## config.mk

```make
export PLATFORM = sky130hd
export DESIGN_NAME = omm_top
export DESIGN_NICKNAME = d
export VERILOG_FILES = /design/src/omm_pkg.sv /design/src/omm_cold_regs.sv /design/src/omm_reset_stretch.sv /design/src/omm_top.sv
export SDC_FILE = /design/constraint.sdc
export NUM_CORES = 1
export LEC_CHECK = 0
export BUFFER_PORTS_ARGS = -buffer_cell sky130_fd_sc_hd__buf_2
export CAP_MARGIN = 20
export CORE_MARGIN = 1.5
export CORE_UTILIZATION = 44
export CTS_CLUSTER_DIAMETER = 40
export DETAILED_ROUTE_END_ITERATION = 12
export GPL_TIMING_DRIVEN = 0
export PLACE_DENSITY = 0.79
export SETUP_SLACK_MARGIN = 0.02
export SLEW_MARGIN = 20
export SYNTH_ARGS = -nofsm -noshare
export SYNTH_HDL_FRONTEND = slang
export SYNTH_SLANG_ARGS = --single-unit
```

## constraint.sdc

```tcl
create_clock -name clk -period 1.7 [get_ports clk]
set_input_delay 0.085 -clock clk [delete_from_list [all_inputs] [get_ports clk]]
set_output_delay 0.085 -clock clk [all_outputs]
set_load 0.005 [all_outputs]
```

## src/omm_pkg.sv

```systemverilog
/*
 * Constants for the operating mode manager: register offsets, field
 * positions, reset values, mode codes and the system reset timing.
 * Assumes a 200 MHz clock and an 8-bit register port.
 */
`default_nettype none
package omm_pkg;
	localparam int ADDR_W = 8;
	localparam int DATA_W = 8;

	// Register offsets.
	localparam logic [7:0] ADDR_SYS_CTRL = 8'h00;
	localparam logic [7:0] ADDR_SYS_RESET = 8'h01;
	localparam logic [7:0] ADDR_SYS_CLOCK = 8'h02;
	localparam logic [7:0] ADDR_TRIM_FIRST = 8'h03;
	localparam logic [7:0] ADDR_TRIM_SECOND = 8'h04;
	localparam logic [7:0] ADDR_MODE = 8'h05;

	// Field positions.
	localparam int CTRL_SLEEP_ALLOW = 7;
	localparam int CTRL_PCONF_ALLOW = 6;
	localparam int CTRL_BUSERR_EN = 5;
	localparam int CTRL_WDOG_EN = 4;
	localparam int RST_SLEEP_REQ = 0;
	localparam int RST_SLEPT = 1;
	localparam int CLK_EXT_SEL = 0;
	localparam int CLK_RC_BIAS = 1;
	localparam int CLK_CPU_LSB = 2;
	localparam int CLK_CPU_MSB = 3;

	// Reset values.
	localparam logic [7:0] CTRL_RESET = 8'h00;
	localparam logic [7:0] CTRL_RW_MASK = 8'hF0;
	localparam logic EXT_SEL_RESET = 1'b0;
	localparam logic RC_BIAS_RESET = 1'b1;
	localparam logic [1:0] CPU_CLK_RESET = 2'h0;
	localparam logic [7:0] TRIM_RESET = 8'h00;
	localparam logic [15:0] BOOT_ADDR = 16'h0000;
	localparam logic [7:0] READ_ZERO = 8'h00;

	// System reset pulse width: a least time, so it rounds up.
	localparam int CLK_PERIOD_PS = 5000;
	localparam int SYS_RESET_NS = 50;
	localparam int SYS_RESET_CYCLES =
		(SYS_RESET_NS * 1000 + CLK_PERIOD_PS - 1) / CLK_PERIOD_PS;
	localparam int RST_CNT_W = 4;

	typedef enum logic [1:0] {
		OMM_ACTIVE = 2'b00,
		OMM_STANDBY = 2'b01,
		OMM_SLEEP = 2'b10,
		OMM_RESET = 2'b11
	} omm_mode_e;
endpackage
`default_nettype wire

```

## src/omm_cold_regs.sv

```systemverilog
/*
 * Cold reset domain register bank: system control, clock source select,
 * RC bias and both RC trims. Only power-on reset clears these bits.
 * Assumes one-cycle write strobes from the register decoder.
 */
`timescale 1ns/1ps
`default_nettype none
module omm_cold_regs (
	// Clock and power-on reset
	input wire logic clk,
	input wire logic rst_b,
	// Write strobes and data
	input wire logic wr_ctrl,
	input wire logic wr_clock,
	input wire logic wr_trim_first,
	input wire logic wr_trim_second,
	input wire logic [7:0] wdata,
	// Stored values
	output logic [7:0] system_control_reg,
	output logic external_clock_select,
	output logic rc_bias_keep,
	output logic [7:0] rc_trim_first,
	output logic [7:0] rc_trim_second
);
	logic [7:0] next_ctrl;
	logic next_ext;
	logic next_bias;
	logic [7:0] next_trim1;
	logic [7:0] next_trim2;

	always_comb begin
		next_ctrl = system_control_reg;
		next_ext = external_clock_select;
		next_bias = rc_bias_keep;
		next_trim1 = rc_trim_first;
		next_trim2 = rc_trim_second;
		if (wr_ctrl) begin
			next_ctrl = wdata & omm_pkg::CTRL_RW_MASK;
			// The watchdog enable is sticky: software cannot clear it.
			next_ctrl[omm_pkg::CTRL_WDOG_EN] =
				system_control_reg[omm_pkg::CTRL_WDOG_EN] |
				wdata[omm_pkg::CTRL_WDOG_EN];
		end
		if (wr_clock) begin
			next_ext = wdata[omm_pkg::CLK_EXT_SEL];
			next_bias = wdata[omm_pkg::CLK_RC_BIAS];
		end
		if (wr_trim_first) begin
			next_trim1 = wdata;
		end
		if (wr_trim_second) begin
			next_trim2 = wdata;
		end
	end

	always_ff @(posedge clk or negedge rst_b) begin
		if (!rst_b) begin
			system_control_reg <= omm_pkg::CTRL_RESET;
			external_clock_select <= omm_pkg::EXT_SEL_RESET;
			rc_bias_keep <= omm_pkg::RC_BIAS_RESET;
			rc_trim_first <= omm_pkg::TRIM_RESET;
			rc_trim_second <= omm_pkg::TRIM_RESET;
		end else begin
			// No system reset input here, so a wake keeps these bits.
			system_control_reg <= next_ctrl;
			external_clock_select <= next_ext;
			rc_bias_keep <= next_bias;
			rc_trim_first <= next_trim1;
			rc_trim_second <= next_trim2;
		end
	end
endmodule
`default_nettype wire

```

## src/omm_reset_stretch.sv

```systemverilog
/*
 * Stretches a system reset request into a pulse of fixed length.
 * Assumes the trigger is synchronous; a new trigger restarts the count.
 */
`timescale 1ns/1ps
`default_nettype none
module omm_reset_stretch (
	// Clock and power-on reset
	input wire logic clk,
	input wire logic rst_b,
	// Request and stretched level
	input wire logic trigger,
	output logic active
);
	logic [omm_pkg::RST_CNT_W-1:0] count;
	logic [omm_pkg::RST_CNT_W-1:0] next_count;
	logic next_active;

	localparam logic [omm_pkg::RST_CNT_W-1:0] LOAD =
		omm_pkg::RST_CNT_W'(omm_pkg::SYS_RESET_CYCLES);

	always_comb begin
		next_count = count;
		if (trigger) begin
			next_count = LOAD;
		end else if (count != '0) begin
			next_count = count - 1'b1;
		end
		next_active = (next_count != '0);
	end

	// The count starts loaded so the CPU leaves power-on reset held.
	always_ff @(posedge clk or negedge rst_b) begin
		if (!rst_b) begin
			count <= LOAD;
			active <= 1'b1;
		end else begin
			count <= next_count;
			active <= next_active;
		end
	end
endmodule
`default_nettype wire

```

## src/omm_top.sv

```systemverilog
/*
 * Operating mode manager: start-up, system reset, active, standby and
 * sleep modes, wake-up from sleep and the slept indicator, with the
 * system registers behind a plain one-cycle register port.
 * Assumes all inputs are synchronous to clk, rst_b is power-on reset,
 * and the register master never issues read and write together.
 */
// Functional notes
// - Power-on reset returns every register bit to its reset value.
// - At start-up RC on, crystal off, CPU held in reset at address zero.
// - Port A wake keeps all cold-domain bits except the sleep request.
// - System reset clears system bits; port-config reset only if allowed.
// - System reset keeps clock setup except CPU clock, and resets the CPU.
// - Halt enters standby: CPU stops, clocks and peripherals keep running.
// - Standby ends on any reset or an enabled interrupt or event.
// - Sleep stops every clock and peripheral; only wake logic stays alive.
// - Sleep ends only on power-on reset, reset pin or port A combination.
// - Slept indicator reads one if sleep occurred since software cleared it.
// - Sleep allow clears only on cold reset; zero disables sleep.
// - Port-config reset allow, cold cleared, gates port-config reset.
`timescale 1ns/1ps
`default_nettype none
module omm_top (
	// Clock and power-on reset
	input wire logic clk,
	input wire logic rst_b,
	// Register port
	input wire logic [7:0] reg_addr,
	input wire logic [7:0] reg_wdata,
	input wire logic reg_wr,
	input wire logic reg_rd,
	output logic [7:0] reg_rdata,
	// Reset sources and wake requests
	input wire logic reset_pin,
	input wire logic porta_wake_reset,
	input wire logic halt_exec,
	input wire logic wake_request,
	// CPU control
	output logic cpu_reset,
	output logic [15:0] cpu_start_addr,
	output logic cpu_stop,
	// Clock generator and peripherals
	output logic rc_osc_enable,
	output logic xtal_enable,
	output logic rc_bias,
	output logic [7:0] rc_trim1,
	output logic [7:0] rc_trim2,
	output logic [1:0] cpu_clock_sel,
	output logic clocks_run,
	output logic periph_run,
	// Reset distribution and mode
	output logic system_reset,
	output logic port_config_reset,
	output logic [1:0] mode
);
	omm_pkg::omm_mode_e state;
	omm_pkg::omm_mode_e next_state;
	logic [7:0] system_control_reg;
	logic external_clock_select;
	logic rc_bias_keep;
	logic [7:0] rc_trim_first;
	logic [7:0] rc_trim_second;
	logic sleep_allow;
	logic port_config_reset_allow;
	logic slept_indicator;
	logic next_slept;
	logic [1:0] cpu_clk;
	logic [1:0] next_cpu_clk;
	logic [7:0] next_rdata;
	logic reset_req;
	logic sys_rst;
	logic sleep_go;
	logic [7:0] system_reset_reg;
	logic [7:0] system_clock_reg;
	logic wr_sys_ctrl;
	logic wr_sys_reset;
	logic wr_sys_clock;
	logic wr_trim1;
	logic wr_trim2;
	logic in_reset;
	logic in_standby;
	logic in_sleep;
	logic slept_clear;
	logic slept_set;

	function automatic logic hit(input logic [7:0] a, input logic [7:0] off);
		hit = (a == off);
	endfunction

	assign sleep_allow = system_control_reg[omm_pkg::CTRL_SLEEP_ALLOW];
	assign port_config_reset_allow =
		system_control_reg[omm_pkg::CTRL_PCONF_ALLOW];

	// One write strobe per writable register; the mode offset and unmapped offsets decode to none.
	assign wr_sys_ctrl = reg_wr &&
		hit(reg_addr, omm_pkg::ADDR_SYS_CTRL);
	assign wr_sys_reset = reg_wr &&
		hit(reg_addr, omm_pkg::ADDR_SYS_RESET);
	assign wr_sys_clock = reg_wr &&
		hit(reg_addr, omm_pkg::ADDR_SYS_CLOCK);
	assign wr_trim1 = reg_wr &&
		hit(reg_addr, omm_pkg::ADDR_TRIM_FIRST);
	assign wr_trim2 = reg_wr &&
		hit(reg_addr, omm_pkg::ADDR_TRIM_SECOND);

	// The sleep request bit is never stored: it acts as a command only.
	assign sleep_go = wr_sys_reset &&
		reg_wdata[omm_pkg::RST_SLEEP_REQ] && sleep_allow;

	// Both pin and port A combination are system resets in every mode.
	assign reset_req = reset_pin | porta_wake_reset;

	// Mode decodes shared by the control outputs and the indicator.
	assign in_reset = (state == omm_pkg::OMM_RESET);
	assign in_standby = (state == omm_pkg::OMM_STANDBY);
	assign in_sleep = (state == omm_pkg::OMM_SLEEP);

	// Cold bank: only power-on reset clears it, so a wake keeps it.
	omm_cold_regs u_cold (
		.clk(clk),
		.rst_b(rst_b),
		.wr_ctrl(wr_sys_ctrl),
		.wr_clock(wr_sys_clock),
		.wr_trim_first(wr_trim1),
		.wr_trim_second(wr_trim2),
		.wdata(reg_wdata),
		.system_control_reg(system_control_reg),
		.external_clock_select(external_clock_select),
		.rc_bias_keep(rc_bias_keep),
		.rc_trim_first(rc_trim_first),
		.rc_trim_second(rc_trim_second)
	);

	// Every reset request restarts the full system reset pulse.
	omm_reset_stretch u_stretch (
		.clk(clk),
		.rst_b(rst_b),
		.trigger(reset_req),
		.active(sys_rst)
	);

	// Mode sequencing. Reset beats a sleep request, which beats a halt,
	// so a reset that lands with either still restarts the CPU cleanly.
	// Only ACTIVE takes a sleep request, so standby refuses it as well.
	always_comb begin
		next_state = state;
		unique case (state)
			omm_pkg::OMM_RESET: begin
				if (!sys_rst) begin
					next_state = omm_pkg::OMM_ACTIVE;
				end
			end
			omm_pkg::OMM_ACTIVE: begin
				if (reset_req) begin
					next_state = omm_pkg::OMM_RESET;
				end else if (sleep_go) begin
					next_state = omm_pkg::OMM_SLEEP;
				end else if (halt_exec) begin
					next_state = omm_pkg::OMM_STANDBY;
				end
			end
			omm_pkg::OMM_STANDBY: begin
				if (reset_req) begin
					next_state = omm_pkg::OMM_RESET;
				end else if (wake_request) begin
					next_state = omm_pkg::OMM_ACTIVE;
				end
			end
			omm_pkg::OMM_SLEEP: begin
				// Interrupts and events cannot wake the chip from sleep.
				if (reset_req) begin
					next_state = omm_pkg::OMM_RESET;
				end
			end
		endcase
	end

	always_ff @(posedge clk or negedge rst_b) begin
		if (!rst_b) begin
			state <= omm_pkg::OMM_RESET;
		end else begin
			state <= next_state;
		end
	end

	// Slept indicator events: software clears it by writing a one.
	assign slept_clear = wr_sys_reset && reg_wdata[omm_pkg::RST_SLEPT];
	assign slept_set = in_sleep;

	// The set wins over a clear in the same cycle, so a sleep that
	// software raced against its own clear is never lost.
	always_comb begin
		next_slept = slept_indicator;
		if (slept_clear) begin
			next_slept = 1'b0;
		end
		if (slept_set) begin
			next_slept = 1'b1;
		end
	end

	// Cold domain: only power-on reset clears the indicator.
	always_ff @(posedge clk or negedge rst_b) begin
		if (!rst_b) begin
			slept_indicator <= 1'b0;
		end else begin
			slept_indicator <= next_slept;
		end
	end

	// CPU clock select: the only clock field in the system reset domain.
	always_comb begin
		next_cpu_clk = cpu_clk;
		if (wr_sys_clock) begin
			next_cpu_clk =
				reg_wdata[omm_pkg::CLK_CPU_MSB:omm_pkg::CLK_CPU_LSB];
		end
		// A write during the reset pulse is lost on purpose: the CPU
		// must restart on the default clock.
		if (sys_rst) begin
			next_cpu_clk = omm_pkg::CPU_CLK_RESET;
		end
	end

	always_ff @(posedge clk or negedge rst_b) begin
		if (!rst_b) begin
			cpu_clk <= omm_pkg::CPU_CLK_RESET;
		end else begin
			cpu_clk <= next_cpu_clk;
		end
	end

	// Read view; the sleep request bit always reads back as zero.
	always_comb begin
		system_reset_reg = omm_pkg::READ_ZERO;
		system_reset_reg[omm_pkg::RST_SLEPT] = slept_indicator;
	end

	// Unused clock register bits read as zero.
	always_comb begin
		system_clock_reg = omm_pkg::READ_ZERO;
		system_clock_reg[omm_pkg::CLK_EXT_SEL] = external_clock_select;
		system_clock_reg[omm_pkg::CLK_RC_BIAS] = rc_bias_keep;
		system_clock_reg[omm_pkg::CLK_CPU_MSB:omm_pkg::CLK_CPU_LSB] = cpu_clk;
	end

	// Read mux: an idle cycle returns zero, so data stand one cycle only.
	always_comb begin
		next_rdata = omm_pkg::READ_ZERO;
		if (reg_rd) begin
			unique case (reg_addr)
				omm_pkg::ADDR_SYS_CTRL: next_rdata = system_control_reg;
				omm_pkg::ADDR_SYS_RESET: next_rdata = system_reset_reg;
				omm_pkg::ADDR_SYS_CLOCK: next_rdata = system_clock_reg;
				omm_pkg::ADDR_TRIM_FIRST: next_rdata = rc_trim_first;
				omm_pkg::ADDR_TRIM_SECOND: next_rdata = rc_trim_second;
				omm_pkg::ADDR_MODE: next_rdata = {6'h00, state};
				default: next_rdata = omm_pkg::READ_ZERO;
			endcase
		end
	end

	always_ff @(posedge clk or negedge rst_b) begin
		if (!rst_b) begin
			reg_rdata <= omm_pkg::READ_ZERO;
		end else begin
			reg_rdata <= next_rdata;
		end
	end

	// CPU control follows the mode register directly.
	assign cpu_reset = in_reset;
	assign cpu_start_addr = omm_pkg::BOOT_ADDR;
	assign cpu_stop = in_standby || in_sleep;

	// Sleep gates every clock, including the RC oscillator. The wake
	// path here stands for the always-on service logic, so it keeps clk.
	assign clocks_run = !in_sleep;
	assign periph_run = !in_sleep;
	assign rc_osc_enable = !in_sleep;
	assign xtal_enable = external_clock_select && !in_sleep;

	// Clock generator settings and reset distribution.
	assign rc_bias = rc_bias_keep;
	assign rc_trim1 = rc_trim_first;
	assign rc_trim2 = rc_trim_second;
	assign cpu_clock_sel = cpu_clk;
	assign system_reset = sys_rst;
	assign port_config_reset = sys_rst && port_config_reset_allow;
	assign mode = state;
endmodule
`default_nettype wire

```

==> impl_metrics.ini <==
[timing]
rsz0062_at_grt = no
tightestPinTransition_ns = 0.872
min_period_ns = 1.62
fin_ws_ns = 0.0785
timing.hold.ws_ns = 0.0283
fin_crit_sh_pct = 95.4
hold_violations = 0
fin_skew_ns = 0.00207
slew_viol_final = 0
finalSetupViolations = 0
fin_setup_tns_ns = 0
slew_headroom_pct = 41.9
fmax_ghz = 0.617

[synthesis]
synth_ff_type = dfrtp_1
synthArstFlopShare_pct = 100
avgSynthCellArea_um2 = 11.7
ys_seq_elements = 40
synth_edf_count = 0
syn_area_mm2 = 0.00212
ys_types = 41
ys_warn_count = 0
seq_area_frac_synth_pct = 47.6
syn_inst = 182

[die]
die_h_um = 72.4
initial_core_util_pct = 45.2
chipWidth_um = 72.4
coreArea_mm2 = 0.00469
die_area_mm2 = 0.00525
io-pin-count = 77
rows = 25

[critical_path]
rr_worst_depth = 6
r2r_end = u_stretch.active$_DFF_PN1_
arrival_ns = 1.84
worstSetupPathType = flip-flop to flip-flop
cp-start-kind = flip-flop
critPathMaxFanout = 4
r2r_setup_slack_ns = 0.08
crit_chain = inv_1 > ha_4 > nand2b_4 > nor2_4 > xnor2_1 > or4b_4
slowest_delay_ns = 0.54
r2r_start = u_stretch.count[1]$_DFF_PN1_
slowest_stage = dfstp_2
critPathCaptureType = flip-flop
worstPathRequired_ns = 1.92

[worst_hold_path]
whs_endpoint = u_cold.rc_trim_first[6]$_DFFE_PN0P_
hold_path_class = input pin to flip-flop
hp-start = reg_wdata[6]
hold_depth = 2

[drt]
routed-via-count = 1638
ant_nets = 0
dr.pass1.iters = 4
wl_per_cell_um = 14.1
drtIter0Drc = 112
drc = 0
via_per_inst = 5.06
routed_wl_um = 4580

[final_layout]
fin_cells = 324
design_area_mm2 = 0.00280
n_antenna_cell = 0
area_growth_pct = 32.0
n_fill_cell = 394
fin_nets = 299
drive_gt1_share_pct = 51.9
top_regs = reg_rdata: 8 flops, u_cold.rc_trim_first: 8 flops, u_cold.rc_trim_second: 8 flops

[power]
switching_share_pct = 27.2
p_comb_share_pct = 27.8
peakVddDrop_v = 0.000675
p_leak_nw = 1.43
intPower_w = 0.00201
powerDensity_mw_per_mm2 = 987
p_sw_w = 0.000752
p_clk_share_pct = 32.7
seqPwrFrac_pct = 39.4

[place]
hpwl_um = 3330
dp.cells = 309
postPlaceCellArea_mm2 = 0.00255
port_buffers = 58
gp_congestion = 0.762
place_ws_ns = -0.355

[clock_network]
cts_buffer_depth = 2
cts_buffers = 5
htree_num_levels = 2
clkTransAtPathRegs_ns = 0.07
clk_latency_ns = 0.30
clock_sinks = 40
clock-root-buffer = clkbuf_8
cts_tree = built

[global_route]
grt_pass1_wl_um = 7270
gr-total-overflow = 0
grt_max_degree = 41
track_usage_pct = 18.5
grt_pass1_vias = 1515
antenna_found_initial = 0

[run]
drv_cap = 0

[status]
status = complete, no violations
## per-layer routing
metal | GRT usage, % | wire, um | share of wire (%)
met5 | 0 | 0 | 0
met3 | 4.72 | 259 | 5.7
met2 | 28.8 | 2220 | 48
met1 | 24.9 | 2010 | 44
met4 | 7.13 | 96 | 2.1
## cell usage after synthesis, drive strengths merged, types with 2 or more instances
master	n	share of area (%)
nand4	2	0.89
mux2i	7	3.3
nand2	7	1.2
buf	19	6.7
nor4	3	3.0
nand3b	2	0.71
dfstp	6	7.4
nand3	3	0.71
clkbuf	3	0.53
nand2b	4	1.2
and2	3	0.89
a22o	4	1.7
a31oi	2	0.59
a22oi	6	2.1
ha	5	2.9
inv	6	1.1
dfrtp	34	40
mux2	26	14
nor3	2	0.47
nor2	15	2.8
o22ai	3	0.89
and3	2	0.59
o211ai	2	0.71
nor2b	2	0.59
## critical path, delay by kind of cell (launching register included)
kind                       cells  cell delay [ns]
xor gates and xnor gates       1             0.14
adders and majority gates      1             0.18
buffers and inverters          1             0.07
DFF                            1             0.54
and+or+nand+nor                3             0.61
## cell families after synthesis
kind of cell / Yosys count / share of synthesized area [%]
AO/OA/AOI/OAI: 25 / 8.73
XOR/XNOR: 1 / 0.413
adder cells (fa/ha/maj): 5 / 2.95
buffers and inverters: 28 / 8.32
flip-flops: 40 / 47.6
multiplexers: 33 / 17.1
other: 1 / 0.177
AND/OR/NAND/NOR: 49 / 14.7
## power groups by stage
stage	clock, W	sequential (W)	combinational (W)
after floorplan	0	0.00110	0.000422
after global placement	0	0.00111	0.000628
after detailed placement	0	0.00111	0.000653
after CTS	0.000920	0.00109	0.000676
after global routing	0.000967	0.00110	0.000849
final	0.000905	0.00109	0.000770
## layout make-up
cell class                      count  area (um2)  share of cell area (%)
Inverter                            6        22.5                   0.805
Buffer                             22         158                    5.63
Multi-Input combinational cell    129        1060                    37.9
Sequential cell                    40        1010                    36.0
Clock inverter                      2        60.1                    2.15
Tap cell                           54        67.6                    2.41
Timing Repair Buffer               66         353                    12.6
Clock buffer                        5        68.8                    2.46
## placed cells by master, fill, tap and decap left out, types with 3 or more instances in the layout
master and instances:
mux2_2 24, inv_1 4, ha_1 3, buf_2 58, dfstp_2 6, nand3_1 3
clkbuf_8 5, nand2_1 7, conb_1 16, nor4_4 3, a22oi_1 6, nand2b_1 3
a22o_1 4, mux2i_1 7, and2_1 3, nor2_1 12, clkbuf_1 3, dfrtp_1 34
o22ai_1 3, buf_4 25
## worst max path at each step
stage | cells past startpoint | start | end | slack [ns]
after floorplan | 4 | reg_addr[5] | u_cold.rc_trim_first[1]$_DFFE_PN0P_ | -0.02
after global placement | 5 | reg_addr[5] | u_cold.rc_trim_first[5]$_DFFE_PN0P_ | -0.34
after detailed placement | 5 | reg_addr[5] | u_cold.rc_trim_first[3]$_DFFE_PN0P_ | -0.36
after CTS | 5 | mode[0]$_DFFE_PN1P_ | periph_run | 0.03
after global routing | 7 | mode[1]$_DFFE_PN1P_ | mode[1]$_DFFE_PN1P_ | 0.01
final | 6 | u_stretch.count[1]$_DFF_PN1_ | u_stretch.active$_DFF_PN1_ | 0.08
## timing repair
item                                    4_1_cts  5_1_grt
hold buffers                                  1        0
endpoints found under the hold margin        34        0
buffers inserted                              4        3
pin swaps                                     1        1
gates resized for setup                       8        6
gates cloned                                  0        0
endpoints found under the setup margin        8       12
## through the flow
step	power, W	util (%)
2_1_floorplan	0.00152	-
3_3_place_gp	0.00173	54.3
3_5_place_dp	0.00176	54.3
4_1_cts	0.00269	58.8
5_1_grt	0.00291	59.7
6_report	0.00276	59.7
Note: power is estimated with default switching activity, not from simulation.
